<file path="config.mk">
export PLATFORM = sky130hd
export DESIGN_NAME = cpw_unit
export DESIGN_NICKNAME = d
export VERILOG_FILES = /design/src/include/cpw_pkg.sv /design/src/cpw_unit.sv
export SDC_FILE = /design/constraint.sdc
export NUM_CORES = 1
export LEC_CHECK = 0
export BUFFER_PORTS_ARGS = -buffer_cell sky130_fd_sc_hd__buf_2
export CAP_MARGIN = 10
export CORE_ASPECT_RATIO = 0.9
export CORE_MARGIN = 3
export CORE_UTILIZATION = 41
export DETAILED_ROUTE_END_ITERATION = 8
export GPL_TIMING_DRIVEN = 0
export SYNTH_ARGS = -nofsm -noshare
export SYNTH_HDL_FRONTEND = slang
export SYNTH_SLANG_ARGS = --single-unit
</file>
<file path="constraint.sdc">
create_clock -name clk_sys -period 2.4 [get_ports clk_sys]
set_input_delay 0.48 -clock clk_sys [delete_from_list [all_inputs] [get_ports clk_sys]]
set_output_delay 0.48 -clock clk_sys [all_outputs]
set_load 0.05 [all_outputs]
</file>
<file path="src/include/cpw_pkg.sv">
// Overview of operation
// RULE1: full ten-bit duty resolution is reached only when the period limit holds 255.
// RULE2: the number of distinct duty settings is four times the period limit plus one.
// RULE3: a duty value beyond the period never matches, so the output keeps its level.
// RULE4: while asleep the period timer stops and no state of the unit changes.
// RULE5: an output being driven when sleep begins keeps its level through sleep.
// RULE6: after wake the period timer continues from the value it held.
// RULE7: the time base runs from the system clock, so its rate scales the pwm frequency.
// RULE8: any reset puts the pin to input direction and all registers to reset values.
// RULE9: mode 0000 is off and resets the unit, 0001 and 0011 are reserved, 11xx is pwm.
// RULE10: in pwm mode control bits 5-4 hold the two low duty bits, the high byte the rest.
// RULE11: capture modes 0100 to 0111 capture on falling, rising, 4th and 16th rising edges.
// RULE12: compare modes toggle, set with flag, clear, interrupt only, or fire a trigger.
// RULE13: the period timer prescaler divides by 1, 4 or 16.
// RULE14: the step after timer equals period clears it, sets the pin unless duty 0, latches duty.
// RULE15: the pin clears when the ten-bit time base equals the latched duty value.
// RULE16: duty writes reach the active latch only at period end; the latch is read-only in pwm.
// RULE17: duty compare is unsigned and a zero duty keeps the output low.
package cpw_pkg;
    // ------------------------------------------------------------
    // register offsets
    // ------------------------------------------------------------
    localparam logic [3:0] ADR_MODE = 4'h0;
    localparam logic [3:0] ADR_DUTY = 4'h1;
    localparam logic [3:0] ADR_LATCH = 4'h2;
    localparam logic [3:0] ADR_PERIOD = 4'h3;
    localparam logic [3:0] ADR_TCFG = 4'h4;
    localparam logic [3:0] ADR_TCNT = 4'h5;
    localparam logic [3:0] ADR_CMPH = 4'h6;
    localparam logic [3:0] ADR_DIR = 4'h7;
    localparam logic [3:0] ADR_IST = 4'h8;
    localparam logic [3:0] ADR_IMSK = 4'h9;
    // ------------------------------------------------------------
    // reset values and fields
    // ------------------------------------------------------------
    localparam logic [7:0] RST_MODE = 8'h00;
    localparam logic [7:0] RST_PERIOD = 8'hFF;
    localparam logic [7:0] RST_TCFG = 8'h00;
    localparam logic [7:0] RST_ZERO = 8'h00;
    localparam int TCFG_RUN = 2;
    localparam int IRQ_EVT = 0;
    localparam int IRQ_PER = 1;
    localparam int IRQ_TRIG = 2;
    localparam logic [1:0] PS_DIV1 = 2'h0;
    localparam logic [1:0] PS_DIV4 = 2'h1;
    localparam logic [3:0] M_OFF = 4'h0;
    localparam logic [3:0] M_TOG = 4'h2;
    localparam logic [3:0] M_CFALL = 4'h4;
    localparam logic [3:0] M_CRISE = 4'h5;
    localparam logic [3:0] M_CR4 = 4'h6;
    localparam logic [3:0] M_CR16 = 4'h7;
    localparam logic [3:0] M_CSET = 4'h8;
    localparam logic [3:0] M_CCLR = 4'h9;
    localparam logic [3:0] M_CSWI = 4'hA;
    localparam logic [3:0] M_CTRG = 4'hB;

    typedef struct packed {
        logic [3:0] addr;
        logic [7:0] wdata;
        logic wr;
        logic rd;
    } cpw_bus_req_t;
endpackage

</file>
<file path="src/cpw_unit.sv">
// The placing of the registers and the strobed register port are this design's own decisions.
`timescale 1ns/10ps
module cpw_unit (
    input wire logic clk_sys,
    input wire logic srst,
    input wire logic clk_en,
    input wire cpw_pkg::cpw_bus_req_t bus_req,
    output logic [7:0] rdata,
    input wire logic cap_pin_in,
    input wire logic [15:0] ext_timer_val,
    output logic pin_out,
    output logic pin_oe_n,
    output logic special_trigger,
    output logic irq
);
    import cpw_pkg::*;

    // ------------------------------------------------------------
    // registers
    // ------------------------------------------------------------
    logic [7:0] mode_ff, duty_ff, latch_ff, period_ff, tcfg_ff, tcnt_ff, cmph_ff;
    logic [7:0] ist_ff, imsk_ff, rdata_ff;
    logic dir_ff, out_ff, trig_ff;
    logic [1:0] lat_lo_ff;
    logic [5:0] pre_ff;
    logic [3:0] cap_cnt_ff;
    logic cap_s1_ff, cap_s2_ff, cap_prev_ff;
    logic [7:0] cap_lo_ff;

    logic [3:0] msel;
    logic pwm_mode, tick, period_match, base_match, cap_evt, cmp_evt;
    logic [9:0] time_base;
    logic [7:0] nxt_ist;

    // clk_en low is sleep: every process below is gated by it RULE4
    assign msel = mode_ff[3:0];
    assign pwm_mode = (msel[3:2] == 2'b11); // RULE9

    // last clock of one timer step: 4, 16 or 64 system clocks RULE13
    function automatic logic [5:0] pre_limit(input logic [1:0] sel);
        case (sel)
            PS_DIV1: pre_limit = 6'h03;
            PS_DIV4: pre_limit = 6'h0F;
            default: pre_limit = 6'h3F;
        endcase
    endfunction

    // a step ends at the limit; >= also recovers when the prescale drops RULE13 RULE7
    logic step;
    assign step = tcfg_ff[TCFG_RUN] && (pre_ff >= pre_limit(tcfg_ff[1:0]));
    assign period_match = step && (tcnt_ff == period_ff); // RULE14

    // low two bits: clock phase at 1:1, else the top prescaler bits RULE15
    always_comb begin
        case (tcfg_ff[1:0])
            PS_DIV1: begin
                time_base = {tcnt_ff, pre_ff[1:0]};
                tick = 1'b1;
            end
            PS_DIV4: begin
                time_base = {tcnt_ff, pre_ff[3:2]};
                tick = (pre_ff[1:0] == 2'h3);
            end
            default: begin
                time_base = {tcnt_ff, pre_ff[5:4]};
                tick = (pre_ff[3:0] == 4'hF);
            end
        endcase
    end

    // the pin register lags a clock, so clear on the last clock before the base hits the duty
    // unsigned compare; duty past the period never matches
    assign base_match = tcfg_ff[TCFG_RUN] && tick
        && (time_base + 10'h001 == {latch_ff, lat_lo_ff}); // RULE15 RULE3 RULE17

    // prescaler counts system clocks within one timer step
    always_ff @(posedge clk_sys) begin
        if (srst) begin
            pre_ff <= 6'h00;
        end else if (clk_en) begin
            if (!tcfg_ff[TCFG_RUN] || step) begin
                pre_ff <= 6'h00;
            end else begin
                pre_ff <= pre_ff + 6'h01;
            end
        end
    end

    // ------------------------------------------------------------
    // period timer: holds its count across sleep RULE6
    // ------------------------------------------------------------
    always_ff @(posedge clk_sys) begin
        if (srst) begin
            tcnt_ff <= RST_ZERO; // RULE8
        end else if (clk_en) begin
            if (bus_req.wr && bus_req.addr == ADR_TCNT) begin
                tcnt_ff <= bus_req.wdata;
            end else if (step && tcnt_ff == period_ff) begin
                tcnt_ff <= RST_ZERO; // RULE14 RULE1 RULE2
            end else if (step) begin
                tcnt_ff <= tcnt_ff + 8'h01;
            end
        end
    end

    // ------------------------------------------------------------
    // software registers
    // ------------------------------------------------------------
    always_ff @(posedge clk_sys) begin
        if (srst) begin
            mode_ff <= RST_MODE; // RULE8
            duty_ff <= RST_ZERO;
            period_ff <= RST_PERIOD;
            tcfg_ff <= RST_TCFG;
            cmph_ff <= RST_ZERO;
            dir_ff <= 1'b1;
            imsk_ff <= RST_ZERO;
        end else if (clk_en && bus_req.wr) begin
            case (bus_req.addr)
                ADR_MODE: mode_ff <= {2'b00, bus_req.wdata[5:0]}; // RULE10
                ADR_DUTY: duty_ff <= bus_req.wdata; // RULE16
                ADR_PERIOD: period_ff <= bus_req.wdata;
                ADR_TCFG: tcfg_ff <= {1'b0, bus_req.wdata[6:0]};
                ADR_CMPH: cmph_ff <= bus_req.wdata;
                ADR_DIR: dir_ff <= bus_req.wdata[0];
                ADR_IMSK: imsk_ff <= {5'h00, bus_req.wdata[2:0]};
                default: ;
            endcase
        end
    end

    // ------------------------------------------------------------
    // active duty latch and capture register
    // ------------------------------------------------------------
    always_ff @(posedge clk_sys) begin
        if (srst || (clk_en && msel == M_OFF)) begin
            latch_ff <= RST_ZERO; // RULE9
            lat_lo_ff <= 2'h0;
            cap_lo_ff <= RST_ZERO;
        end else if (clk_en) begin
            if (pwm_mode) begin
                if (step && tcnt_ff == period_ff) begin
                    latch_ff <= duty_ff; // RULE16
                    lat_lo_ff <= mode_ff[5:4]; // RULE10
                end
            end else if (cap_evt) begin
                latch_ff <= ext_timer_val[15:8];
                cap_lo_ff <= ext_timer_val[7:0];
            end else if (bus_req.wr && bus_req.addr == ADR_LATCH) begin
                latch_ff <= bus_req.wdata; // writable outside pwm only RULE16
            end
        end
    end

    // ------------------------------------------------------------
    // capture input: two-flop sync, then edge detect RULE11
    // ------------------------------------------------------------
    logic rise, fall;
    assign rise = cap_s2_ff && !cap_prev_ff;
    assign fall = !cap_s2_ff && cap_prev_ff;
    always_ff @(posedge clk_sys) begin
        if (srst) begin
            cap_s1_ff <= 1'b0;
            cap_s2_ff <= 1'b0;
            cap_prev_ff <= 1'b0;
            cap_cnt_ff <= 4'h0;
        end else if (clk_en) begin
            cap_s1_ff <= cap_pin_in;
            cap_s2_ff <= cap_s1_ff;
            cap_prev_ff <= cap_s2_ff;
            if (msel == M_OFF) begin
                cap_cnt_ff <= 4'h0;
            end else if (rise) begin
                cap_cnt_ff <= cap_cnt_ff + 4'h1;
            end
        end
    end
    always_comb begin
        case (msel)
            M_CFALL: cap_evt = fall;
            M_CRISE: cap_evt = rise;
            M_CR4: cap_evt = rise && (cap_cnt_ff[1:0] == 2'h3);
            M_CR16: cap_evt = rise && (cap_cnt_ff == 4'hF);
            default: cap_evt = 1'b0;
        endcase
    end

    // compare match against the external 16-bit timer
    assign cmp_evt = (msel == M_TOG || msel[3:2] == 2'b10)
        && (ext_timer_val == {latch_ff, cmph_ff});

    // ------------------------------------------------------------
    // output pin; level held when nothing matches RULE3 RULE5
    // ------------------------------------------------------------
    always_ff @(posedge clk_sys) begin
        if (srst || (clk_en && msel == M_OFF)) begin
            out_ff <= 1'b0;
            trig_ff <= 1'b0;
        end else if (clk_en) begin
            trig_ff <= cmp_evt && msel == M_CTRG && !trig_ff; // RULE12
            if (pwm_mode) begin
                if (step && tcnt_ff == period_ff) begin
                    out_ff <= (duty_ff != 8'h00) || (mode_ff[5:4] != 2'h0); // RULE14 RULE17
                end else if (base_match) begin
                    out_ff <= 1'b0; // RULE15
                end
            end else if (cmp_evt) begin
                case (msel)
                    M_TOG: out_ff <= !out_ff; // RULE12
                    M_CSET: out_ff <= 1'b1;
                    M_CCLR: out_ff <= 1'b0;
                    default: ;
                endcase
            end
        end
    end
    assign pin_out = out_ff;
    assign pin_oe_n = dir_ff; // reset leaves pin as input RULE8
    assign special_trigger = trig_ff;

    // ------------------------------------------------------------
    // interrupt status: set wins over write-one-to-clear
    // ------------------------------------------------------------
    always_comb begin
        nxt_ist = ist_ff;
        if (bus_req.wr && bus_req.addr == ADR_IST) begin
            nxt_ist = ist_ff & ~bus_req.wdata;
        end
        if (cap_evt || (cmp_evt && !pwm_mode && msel != M_TOG)) begin
            nxt_ist[IRQ_EVT] = 1'b1; // RULE12
        end
        if (period_match && pwm_mode) begin
            nxt_ist[IRQ_PER] = 1'b1;
        end
        if (cmp_evt && msel == M_CTRG) begin
            nxt_ist[IRQ_TRIG] = 1'b1;
        end
    end
    always_ff @(posedge clk_sys) begin
        if (srst) begin
            ist_ff <= RST_ZERO;
        end else if (clk_en) begin
            ist_ff <= nxt_ist & 8'h07;
        end
    end
    assign irq = |(ist_ff & imsk_ff);

    // ------------------------------------------------------------
    // read port, data valid the cycle after the strobe
    // ------------------------------------------------------------
    always_ff @(posedge clk_sys) begin
        if (srst) begin
            rdata_ff <= RST_ZERO;
        end else if (clk_en) begin
            case (bus_req.addr)
                ADR_MODE: rdata_ff <= mode_ff;
                ADR_DUTY: rdata_ff <= duty_ff;
                ADR_LATCH: rdata_ff <= latch_ff;
                ADR_PERIOD: rdata_ff <= period_ff;
                ADR_TCFG: rdata_ff <= tcfg_ff;
                ADR_TCNT: rdata_ff <= tcnt_ff;
                ADR_CMPH: rdata_ff <= pwm_mode ? cmph_ff : cap_lo_ff;
                ADR_DIR: rdata_ff <= {7'h00, dir_ff};
                ADR_IST: rdata_ff <= ist_ff;
                ADR_IMSK: rdata_ff <= imsk_ff;
                default: rdata_ff <= RST_ZERO; // unmapped reads zero
            endcase
        end
    end
    assign rdata = rdata_ff;
endmodule

</file>
==> run summary, run 1 <==
The number of buffers between clock root and the deepest sink is 2, and the I/O pin count is 46. Number of antenna violations at the first check in global routing: 0. Averaged over all synthesized cells, the footprint is 8.16 um^2.

Leaving out filler cells and counting taps, the final layout contains 919. In this run the standard cell core region covers 13,400 um^2. Data on the critical path is required at its endpoint by 2.63 ns.

The fraction of registers with async set/reset is 0%. Summed over all layers, the routed wires come to 21.0 mm. The count of final max-slew check failures was 0; the number of inserted filler cells in the final layout was 1,373. The run gives 0 as the number of hold buffers added after CTS.

In the final layout, the multi-input gates occupy 3540 um^2. Sequential elements use 33.0% of the synthesized area. The logs give 75 for the number of distinct library cell variants in the gate-level netlist after synthesis and 17 for the pin count of the biggest net entering global routing. The final hold violation count was 0.

Relative to the synthesized area, the layout overhead comes to 14.1%. The tool flagged a number of max-cap violations equal to 0. For this design the ratio of total power to cell area is 508 nW/um^2.

The floorplan step defined a die boundary enclosing 15,200 um^2. The final clock skew is 0.0126 ns, and the pre-CTS setup slack is -0.539 ns. Adding up every negative setup slack in the final design gives 0 ns. For this run, the leading register cell type out of synthesis is sky130_fd_sc_hd__dfxtp_1. Setup violations remaining at the end of the flow were counted as 0. The tools report the setup slack of the critical path after layout as 0.0187 ns. The worst-case headroom to the max-slew limit is 43.3%. By area the synthesized netlist is led by sky130_fd_sc_hd__dfxtp_1 33%, sky130_fd_sc_hd__mux2i_1 8.0%, sky130_fd_sc_hd__a21oi_1 5.7%. The utilization after layout is 48.0%, and the arrival time reported for the critical path endpoint is 2.61 ns. The length of the first detailed-routing pass in iterations was 5. Counting the buffers created by CTS gives 9.

The violation count after the first detailed-routing iteration was 625; the clock-pin slew reported for the worst setup and hold paths after clock tree synthesis was 0.07 ns. STA classifies the critical path startpoint as a flip-flop. The first global-routing pass estimated 31.6 mm of wire.

Once detail routing completed, the nets flagged for antenna violations numbered 0. TritonCTS built the clock tree. The detail-routed via count per cell came out at 6.16. The transition time at the pin with the least slew margin was 0.850 ns; the per-cell routed wire length was 22.8 um.

Input and output buffers added on the ports amount to 39. Final routed DRC violation total: 0. Setup repair after global routing could not meet its margin everywhere. The number of enable flip-flop cells after synthesis is 0. The net count of the finished layout came out at 788.

The count of mapped cells out of synthesis came out at 692. The routed layout has 5,661 vias. The cell taking the most area after synthesis was sky130_fd_sc_hd__dfxtp_1. STA classifies the critical path endpoint as a flip-flop. The clock period minus worst slack is 2.38 ns, and the ratio of final minimum period to clock period is 99.2%. The H-tree was split into 3 levels. The flow ran to the end, and the final reports show no timing, DRC or antenna violations. After detailed placement, the design holds a cell count of 899. In this run, synthesis produced a sequential element count of 93. The clock latency reported for the late side of the worst-skew pair was 0.35 ns; the leakage power summed over all cells was 0.00233 uW. Summed over its instances, the top area cell type makes up 33.0% of the synthesized netlist area. Type of the worst min-delay path: input pin to flip-flop. The number of placement rows was 40.

Global routing used 27.2% of the available tracks. The run gives 1870 um^2 as the area occupied by registers. The buffer type at the clock tree root was sky130_fd_sc_hd__clkbuf_16. The floorplan step set the die height to 117 um. The critical path in this run is classified as flip-flop to flip-flop.

Summing every instance area after synthesis gives 5650 um^2. The worst vdd rail ir drop was 0.469 mV; the final RePlAce weighted congestion was 0.952. For the number of global-route vias before repair, the log shows 5,228. The Yosys step of the flow raised 0 warnings. For the number of antenna diodes, the log shows 0. Once the floorplan was initialized, standard cells occupied 42.1% of the core. The clock net in this run drives a total of 93 sinks. The die width is 130 um. For this run, the top clock speed supported by timing is 420 MHz. Counting every net in the synthesized netlist gives 734.

The run gives 0.386 ns as the final worst hold slack. The peak fanout along the critical path works out to 6. The post-route netlist has 15.2% of its cells at a drive strength greater than 1. The final global-route overflow total came out at 0. Placed wire-length estimate after detailed placement: 15.6 mm.
final cells by class:
type / instances / area share (%)
timing repair buffer: 45 / 3.69
tap: 168 / 3.26
sequential: 93 / 29.1
clock inverter: 6 / 0.719
buffer: 54 / 3.81
inverter: 12 / 0.758
clock buffer: 10 / 3.71
multi-input combinational: 531 / 55.0
sequential cells by signal (all words and copies together) (netlist names):
register and count:
pin_out 1, cap_s1_ff 1, period_ff 8, imsk_ff 3, pin_oe_n 1, cap_cnt_ff 4, tcfg_ff 7, cmph_ff 8
cap_prev_ff 1, lat_lo_ff 2, cap_lo_ff 8, rdata 8, ist_ff 3, pre_ff 6, mode_ff 6, tcnt_ff 8
latch_ff 8, cap_s2_ff 1, special_trigger 1, duty_ff 8
cell usage in the layout (no fill, tap or decap), types with 8 or more instances in the layout:
| master | synthesis | routed |
|---|---|---|
| sky130_fd_sc_hd__dfxtp_1 | 93 | 89 |
| sky130_fd_sc_hd__nor2_1 | 65 | 65 |
| sky130_fd_sc_hd__a21oi_1 | 64 | 63 |
| sky130_fd_sc_hd__nand2_1 | 61 | 61 |
| sky130_fd_sc_hd__buf_2 | 12 | 51 |
| sky130_fd_sc_hd__mux2i_1 | 45 | 44 |
| sky130_fd_sc_hd__xnor2_1 | 31 | 31 |
| sky130_fd_sc_hd__clkbuf_1 | 36 | 30 |
| sky130_fd_sc_hd__nand3_1 | 27 | 27 |
| sky130_fd_sc_hd__o21ai_0 | 28 | 27 |
| sky130_fd_sc_hd__nand4_1 | 18 | 18 |
| sky130_fd_sc_hd__nor2b_1 | 16 | 16 |
| sky130_fd_sc_hd__xor2_1 | 13 | 13 |
| sky130_fd_sc_hd__a211o_1 | 11 | 11 |
| sky130_fd_sc_hd__inv_1 | 11 | 10 |
| sky130_fd_sc_hd__clkbuf_16 | 0 | 9 |
| sky130_fd_sc_hd__a2111o_1 | 8 | 8 |
| sky130_fd_sc_hd__nor3_1 | 9 | 8 |
| sky130_fd_sc_hd__and3_1 | 8 | 8 |
| sky130_fd_sc_hd__a22oi_1 | 8 | 8 |
kinds of logic after synthesis:
kind of cell	Yosys count	share of synthesized area, %
compound gates	185	22.1
simple gates	240	21.2
xor+xnor	46	7.40
flops	93	33.0
fa+ha+maj	8	1.77
mux	52	9.38
buf+inv	68	5.12
synthesized netlist by cell type, types with 13 or more instances:
cell type / count
sky130_fd_sc_hd__xor2_1: 13
sky130_fd_sc_hd__dfxtp_1: 93
sky130_fd_sc_hd__nor2b_1: 16
sky130_fd_sc_hd__a21oi_1: 64
sky130_fd_sc_hd__xnor2_1: 31
sky130_fd_sc_hd__nor2_1: 65
sky130_fd_sc_hd__nand3_1: 27
sky130_fd_sc_hd__clkbuf_1: 36
sky130_fd_sc_hd__nand2_1: 61
sky130_fd_sc_hd__nand4_1: 18
sky130_fd_sc_hd__o21ai_0: 28
sky130_fd_sc_hd__mux2i_1: 45
critical path, stage by stage (launching register included):
cell,delay [ns]
sky130_fd_sc_hd__dfxtp_4,0.39
sky130_fd_sc_hd__mux2i_4,0.21
sky130_fd_sc_hd__a21oi_2,0.21
sky130_fd_sc_hd__ha_2,0.26
sky130_fd_sc_hd__nand4_1,0.13
sky130_fd_sc_hd__xnor2_1,0.17
sky130_fd_sc_hd__a2111oi_1,0.29
sky130_fd_sc_hd__o2111ai_1,0.18
sky130_fd_sc_hd__o311ai_1,0.31
sky130_fd_sc_hd__nand3_1,0.11
power by group:
part	total (uW)	internal, uW	switching, uW	leakage [uW]
Clock	1370	736	629	0.000135
Sequential	1570	1550	15.0	0.000753
Combinational	338	101	237	0.00144
per-stage QoR:
| step | power, uW | cell area [um^2] |
|---|---|---|
| detailed placement | 1930 | 6050 |
| finish | 3270 | 6440 |
| global placement | 1930 | 6050 |
| CTS | 3290 | 6400 |
| floorplan | 1790 | 5650 |
| global route | 3370 | 6440 |
worst paths after layout:
check / slack, ns / endpoint / from / cells past startpoint
setup / recovery: 0.02 / pin_out / tcfg_ff[0] / 9
hold / removal: 0.39 / cap_s1_ff / cap_pin_in / 3
setup reg to reg: 0.02 / pin_out / tcfg_ff[0] / 9
hold reg to reg: 0.46 / rdata[0] / rdata[0] / 2
routing by layer:
metal / part of all wire, % / vias to the layer above / GRT usage (%)
li1: - / 2630 / -
met1: 45 / 2686 / 41.1
met2: 42 / 305 / 37.9
met3: 10 / 40 / 6.47
met4: 2.9 / 0 / 8.18
met5: 0 / - / 0
what timing repair did:
action / 4_1_cts / 5_1_grt
setup endpoints to repair: 20 / 25
buffers inserted: 3 / 3
hold endpoints to repair: 0 / 0
pin swaps: 0 / 1
resized for setup: 16 / 12
No activity file was read; power rests on OpenSTA's default activity.
==> run 2, diff against run 1 <==
==> constraint.sdc (replaced) <==
create_clock -name clk_sys -period 3 [get_ports clk_sys]
set_input_delay 0.6 -clock clk_sys [delete_from_list [all_inputs] [get_ports clk_sys]]
set_output_delay 0.6 -clock clk_sys [all_outputs]
set_load 0.05 [all_outputs]
==> run 2 against run 1 <==
  * Largest power group unchanged
  * Worst hold slack better by 0.074 ns
  * Critical path type unchanged
  * Sequential share of layout area rose by 0.35 points
  * Sequential power shrank 20%
  * Total power fell by 20%
  * Critical endpoint is now latch_ff[0]
  * Clock power fell by 20%
==> run summary, run 2 (synthesis results as in run 1) <==
The run finished with clean final reports. In the layout the commonest cells are 93 x sky130_fd_sc_hd__dfxtp_1, 65 x sky130_fd_sc_hd__nor2_1, 64 x sky130_fd_sc_hd__a21oi_1. The initial standard-cell utilization of the core is 42.1% (unchanged), and the utilization after layout is 47.2% (-0.82 points). The area occupied by registers is 1860 um^2 (-0.53%).

The die width is 130 um (unchanged). The peak fanout along the critical path is 10 (+4), and the number of buffers between clock root and the deepest sink is 2 (unchanged). Final clock skew: 0.0122 ns (-0.000348 ns). The clock-pin slew reported for the worst setup and hold paths after clock tree synthesis was 0.07 ns (about the same); the final wirelength was 20.8 mm (-0.95%). Total clock buffers created by CTS: 9 (unchanged). The count of final max-slew check failures came out at 0 (unchanged).

For the final RePlAce weighted congestion, the log shows 0.952 (unchanged). Type of the setup path with the least slack: flip-flop to flip-flop. The I/O pin count was 46 (unchanged).

Setup repair after global routing left no endpoint under its margin. The final routed DRC violation total came out at 0 (unchanged). The number of nets still failing antenna checks after routing came out at 0 (unchanged). The number of placement rows was 40 (unchanged); the total global routing track utilization was 27.1% (-0.11 points). The tools report the arrival time reported for the critical path endpoint as 3.05 ns (+0.44 ns). The buffer type at the clock tree root is sky130_fd_sc_hd__clkbuf_16. The worst endpoint required time came out at 3.28 ns (+0.65 ns). The fmax is 361 MHz (-14%), and the length of the first detailed-routing pass in iterations is 6 (+1). For the number of inserted filler cells in the final layout, the log shows 1,382 (+0.66%). The vertical extent of the die works out to 117 um (unchanged).

Ratio of final minimum period to clock period: 92.3% (-6.9 points). TritonCTS built the clock tree. The multi-input combinational cell area is 3490 um^2 (-1.3%).

The fraction of final layout cells with drive strength greater than 1 is 12.5% (-2.7 points), and the met3 global-route usage is 6.24% (-0.23 points). The cell area after placement was 6050 um^2 (unchanged). The run gives 3 (unchanged) as the number of levels the H-tree was split into. For the number of antenna violations at the first check in global routing, the log shows 0 (unchanged). The number of post-CTS setup repair buffers is 0 (-3).

The number of maximum-capacitance violations was 0 (unchanged); the pre-CTS setup slack was 0.0607 ns (+0.600 ns). For the fraction of met2 tracks used by global routing, the log shows 37.9% (+0.064 points). The net count of the finished layout was 782 (-0.76%); the number of global-route vias before repair was 5,209 (-0.36%). The global-route layer with the greatest usage is met1.

The run gives 0.35 ns (about the same) as the clock latency reported for the late side of the worst-skew pair. The count of endpoints failing setup in the final report was 0 (unchanged); the via count was 5,656 (-0.088%). The transition time at the pin with the least slew margin is 0.858 ns (+0.00771 ns), and the worst-case headroom to the max-slew limit is 42.3% (-0.95 points). The placed wire-length estimate after detailed placement is 15.6 mm (unchanged), and the layout-stage area growth over the synthesis result is 12.1%.

The run gives 0 (unchanged) as the number of antenna diodes. The worst vdd rail ir drop was 0.376 mV (-20%); the pin count of the biggest net entering global routing was 17 (unchanged). The sum of negative setup slack was 0 ns (unchanged). The per-cell routed wire length is 22.7 um (-0.30%), and the total of buffers placed on input and output ports is 39 (unchanged). The total power per unit cell area works out to 414 nW/um^2 (-19%). The run gives 93 (unchanged) as the number of sinks on the clock net. The worst setup path is captured at a flip-flop. For the final global-route overflow total, the log shows 0 (unchanged).

The area of the die is 15,200 um^2 (unchanged), and the number of hold buffers added after CTS is 0 (unchanged). The violation count after the first detailed-routing iteration is 629 (+0.64%). The tools report the cell area after layout as 6330 um^2 (-1.7%).

The sort of element at the start of the critical path was a flip-flop. The global-route wire length before repair is 31.4 mm (-0.46%), and the met1 track utilization from global routing is 41.2% (+0.14 points). The final hold violation count came out at 0 (unchanged). The min-delay analysis places its worst path in the category flip-flop to flip-flop. The count of cells resized by post-cts repair was 0 (-16).

The core outline area is 13,400 um^2 (unchanged), and the leakage power summed over all cells is 0.00229 uW (-2.0%). For the overall power of the completed layout, the log shows 2620 uW (-20%). Leading cell type in the layout, fill and taps excluded: sky130_fd_sc_hd__dfxtp_1. The setup slack of the critical path after layout is 0.231 ns (+0.212 ns). The detail-routed via count per cell came out at 6.19 (+0.57%). The clock period minus worst slack came out at 2.77 ns (+0.388 ns).
## run 2: cell types whose count changed in the layout (fill, tap and decap cells not counted), sizes merged
cell      delta
clkinvlp     -1
inv          +1
buf          -5
clkbuf       -1
## run 2: worst max-delay path, cell delays in order (launching register included)
cell	delay [ns]
sky130_fd_sc_hd__dfxtp_1	0.52
sky130_fd_sc_hd__inv_1	0.23
sky130_fd_sc_hd__ha_1	0.35
sky130_fd_sc_hd__nand2_1	0.07
sky130_fd_sc_hd__o211ai_1	0.21
sky130_fd_sc_hd__o211a_2	0.39
sky130_fd_sc_hd__a21oi_2	0.18
sky130_fd_sc_hd__clkbuf_2	0.27
sky130_fd_sc_hd__a2111o_1	0.37
sky130_fd_sc_hd__a21oi_1	0.11
## run 2: path summary, 6_finish.rpt
check	slack (ns)	endpoint	cells after the start	startpoint
max	0.23	latch_ff[0]	9	tcfg_ff[1]
min reg2reg	0.46	rdata[0]	2	rdata[0]
min	0.46	rdata[0]	2	rdata[0]
max reg2reg	0.23	latch_ff[0]	9	tcfg_ff[1]
## run 2: power by group
group          total [uW]  switching [uW]  leakage, uW  internal, uW
Sequential           1260            11.6     0.000751          1240
Combinational         268             188      0.00140          79.2
Clock                1100             508     0.000135           589
Total                2620             708      0.00229          1910
## run 2: per-layer routing
metal | vias up | wire length, um
li1 | 2619 | -
met1 | 2694 | 9620
met2 | 308 | 8790
met3 | 35 | 1910
met4 | 0 | 453
met5 | - | 0
## run 2: area by class of cell
class                      count  share of cell area [%]
multi-input combinational    531                    55.2
sequential                    93                    29.4
clock buffer                  10                    3.78
buffer                        54                    3.76
tap                          168                    3.32
timing repair buffer          39                    3.08
clock inverter                 6                   0.731
inverter                      12                   0.712
## run 2: per-stage QoR
step | cells | hold slack, ns
6_report | 913 | 0.460
5_1_grt | 913 | 0.473
4_1_cts | 915 | 0.458
3_5_place_dp | 899 | 0.450
3_3_place_gp | 899 | 0.445
2_1_floorplan | 692 | 0.445
